File: src/hw/tcc_pkg.sv
package tcc_pkg;

  // ------------------------------------------------
  // Register offsets
  // ------------------------------------------------
  localparam logic [7:0]  CTRL_OFS = 8'h24;
  localparam logic [7:0]  CCRA_OFS = 8'h3c;
  localparam logic [7:0]  CCRB_OFS = 8'h40;
  localparam logic [7:0]  STAT_OFS = 8'h60;
  localparam logic [7:0]  MASK_OFS = 8'h64;

  // ------------------------------------------------
  // Reset values
  // ------------------------------------------------
  localparam logic [15:0] CTRL_RST = 16'h3000;
  localparam logic [15:0] CCR_RST  = 16'h0000;
  localparam logic [1:0]  EVT_RST  = 2'h0;

  // ------------------------------------------------
  // Control field positions
  // ------------------------------------------------
  localparam int TRIG_B  = 15;
  localparam int TRIG_A  = 14;
  localparam int CENTER_IRQ_SELECT_SUB_B_LO = 12;
  localparam int DMA_B   = 11;
  localparam int DMA_A   = 10;
  localparam int IE_B    = 9;
  localparam int IE_A    = 8;
  localparam int SHD_B   = 7;
  localparam int SHD_A   = 6;
  localparam int FSEL_B  = 5;
  localparam int FSEL_A  = 4;
  localparam int BKE_B   = 2;
  localparam int BKE_A   = 0;
  localparam int STAT_A  = 0;
  localparam int STAT_B  = 1;

  // ------------------------------------------------
  // Field codes
  // ------------------------------------------------
  localparam logic [1:0] BRK_HIZ  = 2'h0;
  localparam logic [1:0] BRK_LOW  = 2'h2;
  localparam logic [1:0] BRK_HIGH = 2'h3;
  localparam logic [1:0] EDG_RISE = 2'h1;
  localparam logic [1:0] EDG_FALL = 2'h2;
  localparam logic [1:0] EDG_BOTH = 2'h3;
  localparam logic [1:0] CIS_NONE = 2'h0;
  localparam logic [1:0] CIS_UP   = 2'h1;
  localparam logic [1:0] CIS_DOWN = 2'h2;

  // ------------------------------------------------
  // Shared decoders
  // ------------------------------------------------
  function automatic logic edge_hit(input logic [1:0] sel, input logic prev, input logic cur);
    logic r;
    logic f;
    r = !prev && cur;
    f = prev && !cur;
    edge_hit = (sel == EDG_RISE && r) || (sel == EDG_FALL && f) || (sel == EDG_BOTH && (r || f));
  endfunction

  function automatic logic cis_ok(input logic [1:0] sel, input logic center, input logic up);
    if (!center) begin
      cis_ok = 1'b1;
    end else begin
      case (sel)
        CIS_NONE: cis_ok = 1'b0;
        CIS_UP:   cis_ok = up;
        CIS_DOWN: cis_ok = !up;
        default:  cis_ok = 1'b1;
      endcase
    end
  endfunction

endpackage

File: src/hw/tcc_brake.sv
`timescale 1ns/1ps
module tcc_brake (
  // Inputs
  input  wire logic       level_i,
  input  wire logic       brake_i,
  input  wire logic       cap_mode_i,
  input  wire logic [1:0] sel_i,
  // Next pin state
  output logic            next_pin_o,
  output logic            next_oe_o
);

  wire force_low  = brake_i && sel_i == tcc_pkg::BRK_LOW;
  wire force_high = brake_i && sel_i == tcc_pkg::BRK_HIGH;
  wire float_out  = brake_i && sel_i == tcc_pkg::BRK_HIZ;

  assign next_oe_o  = !cap_mode_i && !float_out; // RULE11 RULE13
  assign next_pin_o = force_high || (!force_low && level_i);

endmodule

File: src/hw/tcc_ch1.sv
// Strobed register access is this design's own decision.
`timescale 1ns/1ps
// Overview of operation
// RULE1: Writing one to B trigger fires a B event; hardware clears the bit.
// RULE2: Writing one to A trigger fires an A event; hardware clears the bit.
// RULE3: In compare mode a software trigger only raises the interrupt.
// RULE4: In capture mode a trigger raises interrupt and captures the counter.
// RULE5: Centre-aligned B match interrupt: none, up, down or both directions.
// RULE6: Centre-aligned A match interrupt selection comes from main timer control.
// RULE7: An event raises a DMA request only when its DMA enable is set.
// RULE8: An event raises an interrupt only when its interrupt enable is set.
// RULE9: Bits 7 and 6 enable compare shadow buffering for B and A.
// RULE10: Bits 5 and 4 select compare (0) or capture (1) per sub-channel.
// RULE11: Compare mode B brake field: float, unchanged, low or high.
// RULE12: Capture mode B field selects no, rising, falling or both edges.
// RULE13: Compare mode A brake field: float, unchanged, low or high.
// RULE14: Capture mode A field selects no, rising, falling or both edges.
// RULE15: Control register at 0x24 resets to 0x00003000.
// RULE16: Software keeps the upper sixteen control bits at reset value.
// RULE17: Brake levels apply only while the global brake enable is set.
// RULE18: Buffered writes go to the shadow; active loads on update event.
// RULE19: A trigger bit reads one for at most one clock, then zero.
module tcc_ch1 (
  // Clock and reset
  input  wire logic        mclk_i,
  input  wire logic        nrst_i,
  // Register port
  input  wire logic [7:0]  addr_i,
  input  wire logic [31:0] wdata_i,
  input  wire logic        wr_i,
  input  wire logic        rd_i,
  output logic      [31:0] rdata_o,
  // Timer core
  input  wire logic [15:0] cnt_i,
  input  wire logic        cnt_up_i,
  input  wire logic        center_i,
  input  wire logic        update_i,
  input  wire logic        brake_evt_i,
  input  wire logic        global_brake_enable_i,
  input  wire logic [1:0]  center_irq_select_sub_a_i,
  // Channel pins
  input  wire logic        pin_a_i,
  output logic             pin_a_o,
  output logic             pin_a_oe_o,
  input  wire logic        pin_b_i,
  output logic             pin_b_o,
  output logic             pin_b_oe_o,
  // Requests
  output logic             irq_o,
  output logic             dma_req_a_o,
  output logic             dma_req_b_o
);

  // ------------------------------------------------
  // State
  // ------------------------------------------------
  logic [15:0] ctrl;
  logic [1:0]  status;
  logic [1:0]  mask;
  logic [1:0]  next_status;
  logic [31:0] next_rdata;

  // ------------------------------------------------
  // Address decode
  // ------------------------------------------------
  wire wr_ctrl = wr_i && addr_i == tcc_pkg::CTRL_OFS;
  wire wr_ccra = wr_i && addr_i == tcc_pkg::CCRA_OFS;
  wire wr_ccrb = wr_i && addr_i == tcc_pkg::CCRB_OFS;
  wire wr_mask = wr_i && addr_i == tcc_pkg::MASK_OFS;
  wire rd_stat = rd_i && addr_i == tcc_pkg::STAT_OFS;

  // ------------------------------------------------
  // Control fields
  // ------------------------------------------------
  wire       soft_trigger_sub_b           = ctrl[tcc_pkg::TRIG_B];
  wire       soft_trigger_sub_a           = ctrl[tcc_pkg::TRIG_A];
  wire [1:0] center_irq_select_sub_b      = ctrl[tcc_pkg::CENTER_IRQ_SELECT_SUB_B_LO +: 2];
  wire       dma_request_enable_sub_b     = ctrl[tcc_pkg::DMA_B];
  wire       dma_request_enable_sub_a     = ctrl[tcc_pkg::DMA_A];
  wire       irq_enable_sub_b             = ctrl[tcc_pkg::IE_B];
  wire       irq_enable_sub_a             = ctrl[tcc_pkg::IE_A];
  wire       compare_shadow_enable_sub_b  = ctrl[tcc_pkg::SHD_B];
  wire       compare_shadow_enable_sub_a  = ctrl[tcc_pkg::SHD_A];
  wire       function_select_sub_b        = ctrl[tcc_pkg::FSEL_B]; // RULE10
  wire       function_select_sub_a        = ctrl[tcc_pkg::FSEL_A]; // RULE10
  wire [1:0] brake_or_edge_sub_b          = ctrl[tcc_pkg::BKE_B +: 2];
  wire [1:0] brake_or_edge_sub_a          = ctrl[tcc_pkg::BKE_A +: 2];

  // ------------------------------------------------
  // Sub-channels
  // ------------------------------------------------
  logic [15:0] ccr_a;
  logic [15:0] ccr_b;
  logic [15:0] act_a;
  logic [15:0] act_b;
  logic        irq_ev_a;
  logic        irq_ev_b;
  logic        dma_ev_a;
  logic        dma_ev_b;
  logic        level_a;
  logic        level_b;

  tcc_sub u_sub_a (
    .mclk_i      (mclk_i),
    .nrst_i      (nrst_i),
    .cnt_i       (cnt_i),
    .cnt_up_i    (cnt_up_i),
    .center_i    (center_i),
    .update_i    (update_i),
    .pin_i       (pin_a_i),
    .cap_mode_i  (function_select_sub_a),
    .shadow_en_i (compare_shadow_enable_sub_a),
    .soft_trig_i (soft_trigger_sub_a), // RULE2
    .edge_sel_i  (brake_or_edge_sub_a), // RULE14
    .cis_i       (center_irq_select_sub_a_i), // RULE6
    .wr_i        (wr_ccra),
    .wdata_i     (wdata_i[15:0]),
    .ccr_o       (ccr_a),
    .active_o    (act_a),
    .irq_ev_o    (irq_ev_a),
    .dma_ev_o    (dma_ev_a),
    .level_o     (level_a)
  );

  tcc_sub u_sub_b (
    .mclk_i      (mclk_i),
    .nrst_i      (nrst_i),
    .cnt_i       (cnt_i),
    .cnt_up_i    (cnt_up_i),
    .center_i    (center_i),
    .update_i    (update_i),
    .pin_i       (pin_b_i),
    .cap_mode_i  (function_select_sub_b),
    .shadow_en_i (compare_shadow_enable_sub_b),
    .soft_trig_i (soft_trigger_sub_b), // RULE1
    .edge_sel_i  (brake_or_edge_sub_b), // RULE12
    .cis_i       (center_irq_select_sub_b), // RULE5
    .wr_i        (wr_ccrb),
    .wdata_i     (wdata_i[15:0]),
    .ccr_o       (ccr_b),
    .active_o    (act_b),
    .irq_ev_o    (irq_ev_b),
    .dma_ev_o    (dma_ev_b),
    .level_o     (level_b)
  );

  // ------------------------------------------------
  // Brake and pin drive
  // ------------------------------------------------
  wire brake_on = brake_evt_i && global_brake_enable_i; // RULE17
  logic next_pin_a;
  logic next_oe_a;
  logic next_pin_b;
  logic next_oe_b;

  tcc_brake u_brake_a (
    .level_i    (level_a),
    .brake_i    (brake_on),
    .cap_mode_i (function_select_sub_a),
    .sel_i      (brake_or_edge_sub_a), // RULE13
    .next_pin_o (next_pin_a),
    .next_oe_o  (next_oe_a)
  );

  tcc_brake u_brake_b (
    .level_i    (level_b),
    .brake_i    (brake_on),
    .cap_mode_i (function_select_sub_b),
    .sel_i      (brake_or_edge_sub_b), // RULE11
    .next_pin_o (next_pin_b),
    .next_oe_o  (next_oe_b)
  );

  // ------------------------------------------------
  // Events, status and read mux
  // ------------------------------------------------
  wire [1:0] irq_set = {irq_ev_b && irq_enable_sub_b, irq_ev_a && irq_enable_sub_a}; // RULE8
  wire       next_dma_a = dma_ev_a && dma_request_enable_sub_a; // RULE7
  wire       next_dma_b = dma_ev_b && dma_request_enable_sub_b; // RULE7

  assign next_status = (status & {2{!rd_stat}}) | irq_set;

  always_comb begin
    next_rdata = 32'h0000_0000;
    if (rd_i) begin
      case (addr_i)
        tcc_pkg::CTRL_OFS: next_rdata = {16'h0000, ctrl}; // RULE16
        tcc_pkg::CCRA_OFS: next_rdata = {16'h0000, ccr_a};
        tcc_pkg::CCRB_OFS: next_rdata = {16'h0000, ccr_b};
        tcc_pkg::STAT_OFS: next_rdata = {30'h0000_0000, status};
        tcc_pkg::MASK_OFS: next_rdata = {30'h0000_0000, mask};
        default:           next_rdata = 32'h0000_0000;
      endcase
    end
  end

  // ------------------------------------------------
  // Registers
  // ------------------------------------------------
  always_ff @(posedge mclk_i) begin
    if (!nrst_i) begin
      ctrl <= tcc_pkg::CTRL_RST; // RULE15
    end else if (wr_ctrl) begin
      ctrl <= wdata_i[15:0];
    end else begin
      ctrl[tcc_pkg::TRIG_B] <= 1'b0; // RULE1 RULE19
      ctrl[tcc_pkg::TRIG_A] <= 1'b0; // RULE2 RULE19
    end
  end

  always_ff @(posedge mclk_i) begin
    if (!nrst_i) begin
      status <= tcc_pkg::EVT_RST;
      mask   <= tcc_pkg::EVT_RST;
    end else begin
      status <= next_status;
      if (wr_mask) begin
        mask <= wdata_i[1:0];
      end
    end
  end

  always_ff @(posedge mclk_i) begin
    if (!nrst_i) begin
      rdata_o     <= 32'h0000_0000;
      irq_o       <= 1'b0;
      dma_req_a_o <= 1'b0;
      dma_req_b_o <= 1'b0;
      pin_a_o     <= 1'b0;
      pin_a_oe_o  <= 1'b0;
      pin_b_o     <= 1'b0;
      pin_b_oe_o  <= 1'b0;
    end else begin
      rdata_o     <= next_rdata;
      irq_o       <= |(next_status & mask);
      dma_req_a_o <= next_dma_a;
      dma_req_b_o <= next_dma_b;
      pin_a_o     <= next_pin_a;
      pin_a_oe_o  <= next_oe_a;
      pin_b_o     <= next_pin_b;
      pin_b_oe_o  <= next_oe_b;
    end
  end

  // ------------------------------------------------
  // Checks
  // ------------------------------------------------
  a_trig_b_event: assert property ( // RULE1
    @(posedge mclk_i) disable iff (!nrst_i)
    soft_trigger_sub_b && irq_enable_sub_b |=> status[tcc_pkg::STAT_B])
    else $error("B trigger did not set status");

  a_trig_a_event: assert property ( // RULE2
    @(posedge mclk_i) disable iff (!nrst_i)
    soft_trigger_sub_a && irq_enable_sub_a |=> status[tcc_pkg::STAT_A])
    else $error("A trigger did not set status");

  a_compare_no_capture: assert property ( // RULE3
    @(posedge mclk_i) disable iff (!nrst_i)
    soft_trigger_sub_a && !function_select_sub_a && !wr_ccra |=> ccr_a == $past(ccr_a))
    else $error("Compare trigger changed register");

  a_capture_counter: assert property ( // RULE4
    @(posedge mclk_i) disable iff (!nrst_i)
    soft_trigger_sub_b && function_select_sub_b |=> ccr_b == $past(cnt_i))
    else $error("Capture did not take counter");

  a_dma_gate_a: assert property ( // RULE7
    @(posedge mclk_i) disable iff (!nrst_i)
    dma_req_a_o |-> $past(dma_request_enable_sub_a) && $past(dma_ev_a))
    else $error("DMA A without enable");

  a_irq_gate_b: assert property ( // RULE8
    @(posedge mclk_i) disable iff (!nrst_i)
    $rose(status[tcc_pkg::STAT_B]) |-> $past(irq_enable_sub_b))
    else $error("Status B set without enable");

  a_shadow_hold: assert property ( // RULE18
    @(posedge mclk_i) disable iff (!nrst_i)
    wr_ccra && compare_shadow_enable_sub_a && !function_select_sub_a && !update_i
    |=> act_a == $past(act_a))
    else $error("Buffered write hit active value");

  a_brake_low_b: assert property ( // RULE11
    @(posedge mclk_i) disable iff (!nrst_i)
    brake_on && !function_select_sub_b && brake_or_edge_sub_b == tcc_pkg::BRK_LOW
    |=> pin_b_oe_o && !pin_b_o)
    else $error("Brake low not driven on B");

  a_brake_float_a: assert property ( // RULE13
    @(posedge mclk_i) disable iff (!nrst_i)
    brake_on && brake_or_edge_sub_a == tcc_pkg::BRK_HIZ |=> !pin_a_oe_o)
    else $error("Brake float not released on A");

  a_capture_release: assert property ( // RULE14
    @(posedge mclk_i) disable iff (!nrst_i)
    function_select_sub_a [*2] |-> !pin_a_oe_o)
    else $error("Capture pin driven");

  a_ctrl_reset: assert property ( // RULE15
    @(posedge mclk_i)
    !nrst_i |=> ctrl == tcc_pkg::CTRL_RST)
    else $error("Control reset value wrong");

  a_no_brake_off: assert property ( // RULE17
    @(posedge mclk_i) disable iff (!nrst_i)
    !global_brake_enable_i && !function_select_sub_b |=> pin_b_o == $past(level_b))
    else $error("Brake acted while disabled");

  a_trig_self_clear: assert property ( // RULE19
    @(posedge mclk_i) disable iff (!nrst_i)
    soft_trigger_sub_a && !wr_ctrl |=> !soft_trigger_sub_a)
    else $error("Trigger bit did not clear");

  a_trig_b_clear: assert property ( // RULE1
    @(posedge mclk_i) disable iff (!nrst_i)
    soft_trigger_sub_b && !wr_ctrl |=> !soft_trigger_sub_b)
    else $error("B trigger bit did not clear");

  a_compare_keep_b: assert property ( // RULE3
    @(posedge mclk_i) disable iff (!nrst_i)
    soft_trigger_sub_b && !function_select_sub_b && !wr_ccrb |=> ccr_b == $past(ccr_b))
    else $error("B compare trigger changed register");

  a_capture_counter_a: assert property ( // RULE4
    @(posedge mclk_i) disable iff (!nrst_i)
    soft_trigger_sub_a && function_select_sub_a |=> ccr_a == $past(cnt_i))
    else $error("A capture did not take counter");

  a_center_b_none: assert property ( // RULE5
    @(posedge mclk_i) disable iff (!nrst_i)
    center_i && !function_select_sub_b && !soft_trigger_sub_b
    && center_irq_select_sub_b == tcc_pkg::CIS_NONE |-> !irq_ev_b)
    else $error("B match irq while not selected");

  a_center_a_none: assert property ( // RULE6
    @(posedge mclk_i) disable iff (!nrst_i)
    center_i && !function_select_sub_a && !soft_trigger_sub_a
    && center_irq_select_sub_a_i == tcc_pkg::CIS_NONE |-> !irq_ev_a)
    else $error("A match irq while not selected");

  a_dma_gate_b: assert property ( // RULE7
    @(posedge mclk_i) disable iff (!nrst_i)
    dma_req_b_o |-> $past(dma_request_enable_sub_b) && $past(dma_ev_b))
    else $error("DMA B without enable");

  a_irq_gate_a: assert property ( // RULE8
    @(posedge mclk_i) disable iff (!nrst_i)
    $rose(status[tcc_pkg::STAT_A]) |-> $past(irq_enable_sub_a))
    else $error("Status A set without enable");

  a_brake_high_a: assert property ( // RULE13
    @(posedge mclk_i) disable iff (!nrst_i)
    brake_on && !function_select_sub_a && brake_or_edge_sub_a == tcc_pkg::BRK_HIGH
    |=> pin_a_oe_o && pin_a_o)
    else $error("Brake high not driven on A");

endmodule

File: src/hw/tcc_sub.sv
`timescale 1ns/1ps
module tcc_sub (
  // Clock and reset
  input  wire logic        mclk_i,
  input  wire logic        nrst_i,
  // Timer state
  input  wire logic [15:0] cnt_i,
  input  wire logic        cnt_up_i,
  input  wire logic        center_i,
  input  wire logic        update_i,
  // Pin and control
  input  wire logic        pin_i,
  input  wire logic        cap_mode_i,
  input  wire logic        shadow_en_i,
  input  wire logic        soft_trig_i,
  input  wire logic [1:0]  edge_sel_i,
  input  wire logic [1:0]  cis_i,
  // Register write
  input  wire logic        wr_i,
  input  wire logic [15:0] wdata_i,
  // Results
  output logic      [15:0] ccr_o,
  output logic      [15:0] active_o,
  output logic             irq_ev_o,
  output logic             dma_ev_o,
  output logic             level_o
);

  logic        pin_q;
  logic [15:0] cnt_q;
  logic [15:0] ccr;
  logic [15:0] active;

  wire edge_ev   = cap_mode_i && tcc_pkg::edge_hit(edge_sel_i, pin_q, pin_i); // RULE12 RULE14
  wire match     = !cap_mode_i && cnt_i == active && cnt_i != cnt_q;
  wire match_irq = match && tcc_pkg::cis_ok(cis_i, center_i, cnt_up_i); // RULE5
  wire capture   = edge_ev || (cap_mode_i && soft_trig_i); // RULE4
  wire load_now  = !cap_mode_i && wr_i && !shadow_en_i; // RULE9
  wire load_upd  = !cap_mode_i && shadow_en_i && update_i; // RULE18

  assign irq_ev_o = soft_trig_i || edge_ev || match_irq; // RULE3
  assign dma_ev_o = capture || match;
  assign level_o  = cnt_i < active;
  assign ccr_o    = ccr;
  assign active_o = active;

  always_ff @(posedge mclk_i) begin
    if (!nrst_i) begin
      pin_q  <= 1'b0;
      cnt_q  <= tcc_pkg::CCR_RST;
      ccr    <= tcc_pkg::CCR_RST;
      active <= tcc_pkg::CCR_RST;
    end else begin
      pin_q <= pin_i;
      cnt_q <= cnt_i;
      if (capture) begin
        ccr <= cnt_i; // RULE4
      end else if (wr_i) begin
        ccr <= wdata_i;
      end
      if (load_now) begin
        active <= wdata_i;
      end else if (load_upd) begin
        active <= ccr; // RULE18
      end
    end
  end

endmodule

File: config.mk
export PLATFORM = sky130hd
export DESIGN_NAME = tcc_ch1
export DESIGN_NICKNAME = d
export VERILOG_FILES = /design/src/hw/tcc_pkg.sv /design/src/hw/tcc_brake.sv /design/src/hw/tcc_ch1.sv /design/src/hw/tcc_sub.sv
export SDC_FILE = /design/constraint.sdc
export NUM_CORES = 1
export LEC_CHECK = 0
export BUFFER_PORTS_ARGS = -buffer_cell sky130_fd_sc_hd__buf_4
export CAP_MARGIN = 5
export CORE_UTILIZATION = 60
export DETAILED_ROUTE_END_ITERATION = 12
export GPL_TIMING_DRIVEN = 1
export PLACE_DENSITY = 0.85
export SLEW_MARGIN = 20
export SYNTH_ARGS = -nofsm -noshare
export SYNTH_HDL_FRONTEND = slang
export SYNTH_SLANG_ARGS = --single-unit
File: constraint.sdc
create_clock -name mclk_i -period 4.86 [get_ports mclk_i]
set_input_delay 0 -clock mclk_i [delete_from_list [all_inputs] [get_ports mclk_i]]
set_output_delay 0 -clock mclk_i [all_outputs]
set_load 0.02 [all_outputs]
==> results_dict.tcl, run 1 <==
set metrics [dict create \
    cts_tree "done" \
    worstSkewPairLatency_ns 0.54 \
    vias 6186 \
    async_reset_ff_frac 0 \
    grt_pass1_vias 6252 \
    finalCritPeriodShare 0.555 \
    syn_avg_cell_area_um2 8.73 \
    dpl.hpwl_um 11700 \
    rows 36 \
    final_nets 939 \
    yosys_warnings 0 \
    maxCapViolations 0 \
    layout_common_cells "dfxtp_1 (125), nand2_1 (89), buf_4 (82)" \
    synth-seq-cells 125 \
    endpoint_kind "flip-flop" \
    routedWlPerCell_um 20.4 \
    areaGrowthSynthToFinish_pct 28.6 \
    cts_buffers 17 \
    drive_gt1_frac 0.150 \
    synth_top_cell_by_area "dfxtp_1" \
    cts.sinks 125 \
    ant_nets 0 \
    maxSlewViolCount 0 \
    grt_max_degree 51 \
    arrival_ns 3.12 \
    yosys.area.top_type_share 0.403 \
    leakage_uw 0.00298 \
    fmax_mhz 371 \
    vdd_drop_max_v 0.000220 \
    slowest_delay_ns 0.60 \
    crit_required_ns 5.28 \
    path_max_fanout 33 \
    path_cells "nor2_1 -> o311ai_0 -> nand2_2 -> nor2_1 -> a311oi_1 -> dlygate4sd3_1" \
    slowest_stage "dlygate4sd3_1" \
    seq_area_frac_synth 0.403 \
    routed_wl_um 20000 \
    htree_levels 4 \
    cts_resized 0 \
    hold_viol 0 \
    cp-start-kind "flip-flop" \
    crit_buf_inv 1 \
    core_mm2 0.00991 \
    tightestPinTransition_ns 0.927 \
    grt_pass1_wl_um 31700 \
    die_y_um 104 \
    start_util 0.627 \
    drt_iter0_drc 745 \
    grt_antenna_before_repair 0 \
    overflow 0 \
    p_per_area_mw_per_mm2 324 \
    vias_per_cell 6.32 \
    finalSetupViolations 0 \
    grt_usage 0.378 \
    synth_top_flop_cell "dfxtp_1" \
    clock_skew_ns 0.00750 \
    worst-setup-path-type "flip-flop to flip-flop" \
    synthCells 712 \
    gp_congestion 0.913 \
    rsz0062_at_grt "no" \
    cpLargestDelayFamily "simple AND/OR/NAND/NOR gates" \
    cts-root-buf "clkbuf_8" \
    remaining_drc_errors 0 \
    final_common_cell "dfxtp_1" \
    dieArea_mm2 0.0108 \
    post-route-min-period_ns 2.70 \
    clk_pin_slew_ns 0.06 \
    synth_cell_type_count 54 \
    synthTopCellsByArea "dfxtp_1 (40%), ha_1 (7.3%), mux2i_1 (5.6%), nand2_1 (5.5%), nor2_1 (4.8%)" \
    synth_enable_flop_cells 0 \
    antenna_cells 0 \
    first_pass_iters 6 \
    die_x_um 104 \
    clockBufferDepth 2 \
    status "finished clean" \
    setup_tns_ns 0 \
    syn_area_mm2 0.00621 \
    io_pins 108 \
    hp-class "input pin to flip-flop" \
    port_buffers 75 \
    crit_top_cell "nor2_1" \
    max-slew-margin-rel 0.382 \
    worst_hold_slack_ns 0.0128 \
]
## synth_stat cells (8+ instances only)
| library cell | number |
|---|---|
| a211oi_1 | 17 |
| a21oi_1 | 40 |
| a222oi_1 | 14 |
| a22oi_1 | 34 |
| a311oi_1 | 16 |
| and2_1 | 20 |
| buf_4 | 18 |
| clkbuf_1 | 28 |
| dfxtp_1 | 125 |
| ha_1 | 36 |
| inv_1 | 40 |
| mux2i_1 | 35 |
| nand2_1 | 91 |
| nand4_1 | 11 |
| nor2_1 | 80 |
| o21ai_0 | 8 |
| xnor2_1 | 16 |
## stage by stage
stage / instance area, um^2 / total power, uW / util / setup slack [ns] / std cells
floorplan: 6270 / 1160 / - / 3.01 / 727
global placement: 6720 / 1220 / 0.678 / 2.48 / 884
detailed placement: 6720 / 1230 / 0.678 / 2.41 / 884
CTS: 7970 / 2570 / 0.804 / 1.99 / 978
global route: 7990 / 2650 / 0.806 / 2.06 / 979
finish: 7990 / 2590 / 0.806 / 2.16 / 979
## cells by family after synthesis
| kind of cell | Yosys count | share of synthesized area |
|---|---|---|
| mux | 35 | 0.0564 |
| simple gates | 249 | 0.191 |
| xor+xnor | 16 | 0.0226 |
| other cells | 1 | 0.000604 |
| flops | 125 | 0.403 |
| compound gates | 151 | 0.175 |
| buf+inv | 99 | 0.0798 |
| fa+ha+maj | 36 | 0.0725 |
## worst min-delay path, cell delays in order
cell     delay, ns
buf_4         0.12
nand3_2       0.30
a21oi_1       0.08
## final cells by class
type	count	area, um^2
well taps	133	166
repair buffers	146	1260
clock inverters	11	165
inverters	41	154
multi-input cells	503	3290
flip-flops and latches	125	2500
fillers	619	1920
clock buffers	20	455
## flip-flops by register name, summed over array words and instances, names as in the netlist, 2 cells and up
signal	count
ctrl	16
rdata_o	16
u_sub_a.active_o	16
u_sub_a.ccr_o	16
u_sub_b.active_o	16
u_sub_b.ccr_o	16
u_sub_b.cnt_q	16
mask	2
status	2
## worst paths after layout
check / cells after the start / startpoint / endpoint / slack, ns
max reg2reg: 6 / ctrl[3]$_SDFFE_PN0P_ / u_sub_b.ccr_o[5]$_SDFFE_PN0P_ / 2.16
min: 3 / rd_i / rdata_o[1]$_SDFF_PN0_ / 0.01
max: 6 / ctrl[3]$_SDFFE_PN0P_ / u_sub_b.ccr_o[5]$_SDFFE_PN0P_ / 2.16
min reg2reg: 2 / u_sub_b.active_o[9]$_SDFFE_PN0P_ / u_sub_b.active_o[9]$_SDFFE_PN0P_ / 0.46
## report_power, final
group	total, uW	leakage (uW)	internal (uW)	switching [uW]
logic	214	0.00167	98.0	116
clock network	1330	0.000295	868	462
registers	1040	0.00101	1040	5.44
total	2590	0.00298	2000	584
## layer usage
layer  vias to the layer above  track usage  routed length, um
met3                       134       0.0862               2220
met1                      2881        0.434               7050
met5                         -            0                  0
li1                       2738            -                  -
met4                         0        0.240               1250
met2                       433        0.636               9500
## timing repair
| action | CTS | global route |
|---|---|---|
| hold buffers | 63 | 0 |
| buffers inserted | 0 | 0 |
| hold endpoints to repair | 111 | 0 |
Note: power is estimated with default switching activity, not from simulation.
==> inputs of run 2 (changes only) <==
CORE_UTILIZATION = 51   (was 60)
PLACE_DENSITY = 0.77   (was 0.85)
clock period = 2.4 ns   (was 4.86 ns; I/O delays follow)
==> results_dict.tcl, run 2 (synthesis gave the netlist of run 1 again) <==
set metrics [dict create \
    grt_pass1_vias 5654 \
    clk_pin_slew_ns 0.05 \
    sw_frac_of_total 0.216 \
    leakage_uw 0.00294 \
    crit_required_ns 2.76 \
    multi_input_area_mm2 0.00328 \
    dieArea_mm2 0.0126 \
    drive_gt1_frac 0.162 \
    n_fill_cell 944 \
    vias 5800 \
    whs_path_depth 2 \
    finalCritPeriodShare 0.891 \
    grt_pass1_wl_um 29200 \
    dpl-instance-area_mm2 0.00685 \
    drt_iter0_drc 473 \
    core_mm2 0.0117 \
    die_x_um 112 \
    routed_wl_um 18700 \
    rsz0062_at_grt "no" \
    pwr-share-seq 0.408 \
    post-route-min-period_ns 2.14 \
    finalInstanceArea_mm2 0.00787 \
    routedWlPerCell_um 19.1 \
    max-slew-margin-rel 0.497 \
    arrival_ns 2.50 \
    internal_power_uw 4050 \
    status "finished clean" \
    p_per_area_mw_per_mm2 657 \
    placed_cells 910 \
    cts.sinks 125 \
    remaining_drc_errors 0 \
    dpl.hpwl_um 12800 \
    power_frac_clock 0.514 \
    cts-root-buf "clkbuf_16" \
    hp-class "input pin to flip-flop" \
    rows 39 \
    cts_resized 0 \
    areaGrowthSynthToFinish_pct 26.6 \
    htree_levels 4 \
    clockBufferDepth 2 \
    r2r.worst_path.cells 7 \
    path_max_fanout 2 \
    die_y_um 112 \
    grt_antenna_before_repair 0 \
    final_nets 932 \
    antenna_cells 0 \
    netSwitchingPower_uw 1120 \
    grt_max_degree 40 \
    ant_nets 0 \
    maxCapViolations 0 \
    port_buffers 75 \
    finalSetupViolations 0 \
    vdd_drop_max_v 0.000484 \
    endpoint_kind "flip-flop" \
    cts_buffers 17 \
    io_pins 108 \
    finish.utilization 0.674 \
    gp_congestion 0.912 \
    cp-start-kind "flip-flop" \
    clock_skew_ns 0.00706 \
    layout_common_cells "dfxtp_1 (125), buf_4 (98), nand2_1 (91)" \
    regArea_mm2 0.00250 \
    hold_viol 0 \
    instances_no_fill 981 \
    setup_tns_ns 0 \
    worst-setup-path-type "flip-flop to flip-flop" \
    vias_per_cell 5.91 \
    tightestPinTransition_ns 0.754 \
    start_util 0.533 \
    maxSlewViolCount 0 \
    cts_tree "done" \
    first_pass_iters 6 \
    fmax_mhz 468 \
    worst_hold_slack_ns 0.0424 \
    worstSkewPairLatency_ns 0.42 \
    grt_usage 0.306 \
    overflow 0 \
    power_frac_comb 0.078 \
    final_common_cell "dfxtp_1" \
]
==> run 2: cell types whose count changed in the layout (fill, tap and decap cells not counted), sizes merged <==
cell	before	now
clkbuf	20	22
dlygate4sd3	63	41
clkinv	3	4
buf	83	98
clkinvlp	4	0
==> run 2: worst paths after layout <==
path	start	to	slack (ns)
setup / recovery	u_sub_b.active_o[14]$_SDFFE_PN0P_	dma_req_b_o$_SDFF_PN0_	0.26
hold / removal	nrst_i	u_sub_b.cnt_q[7]$_SDFF_PN0_	0.04
setup reg to reg	u_sub_b.active_o[14]$_SDFFE_PN0P_	dma_req_b_o$_SDFF_PN0_	0.26
hold reg to reg	u_sub_a.active_o[11]$_SDFFE_PN0P_	u_sub_a.active_o[11]$_SDFFE_PN0P_	0.45
==> run 2: routing by layer <==
layer  GRT usage  part of all wire  wire length, um
met1       0.367              0.40             7560
met2       0.506              0.47             8810
met3      0.0680             0.076             1430
met4       0.177             0.049              912
met5           0                 0                0
==> run 2: layout make-up <==
| cell class | instances | area share |
|---|---|---|
| clock buffers | 22 | 0.0590 |
| multi-input cells | 503 | 0.417 |
| repair buffers | 139 | 0.146 |
| clock inverters | 8 | 0.0178 |
| well taps | 143 | 0.0227 |
| inverters | 41 | 0.0196 |
| flip-flops and latches | 125 | 0.318 |
==> run 2: power by group through the flow <==
| stage | logic, uW | clock network, uW | registers (uW) |
|---|---|---|---|
| 2_1_floorplan | 185 | 0 | 2160 |
| 3_3_place_gp | 336 | 0 | 2150 |
| 3_5_place_dp | 346 | 0 | 2150 |
| 4_1_cts | 395 | 2670 | 2110 |
| 5_1_grt | 434 | 2770 | 2110 |
| 6_report | 401 | 2650 | 2110 |
==> run 2: critical path, cell delays in order, from the launching register on <==
cell and delay [ns]:
dfxtp_1 0.34, inv_1 0.06, ha_1 0.28, and4_1 0.21, nand4_1 0.14, or4_1 0.60, o21ai_0 0.26, and3_1 0.19
==> run 2: repair_timing <==
| item | CTS | global route |
|---|---|---|
| buffers inserted | 0 | 0 |
| endpoints found under the hold margin | 103 | 0 |
| setup endpoints to repair | 0 | 0 |
| hold buffers | 41 | 0 |
==> run 2: metrics by stage <==
stage,total power (uW),setup slack (ns)
floorplan,2340,0.553
global placement,2490,0.391
detailed placement,2500,0.338
CTS,5180,0.278
global route,5310,0.171
finish,5170,0.262
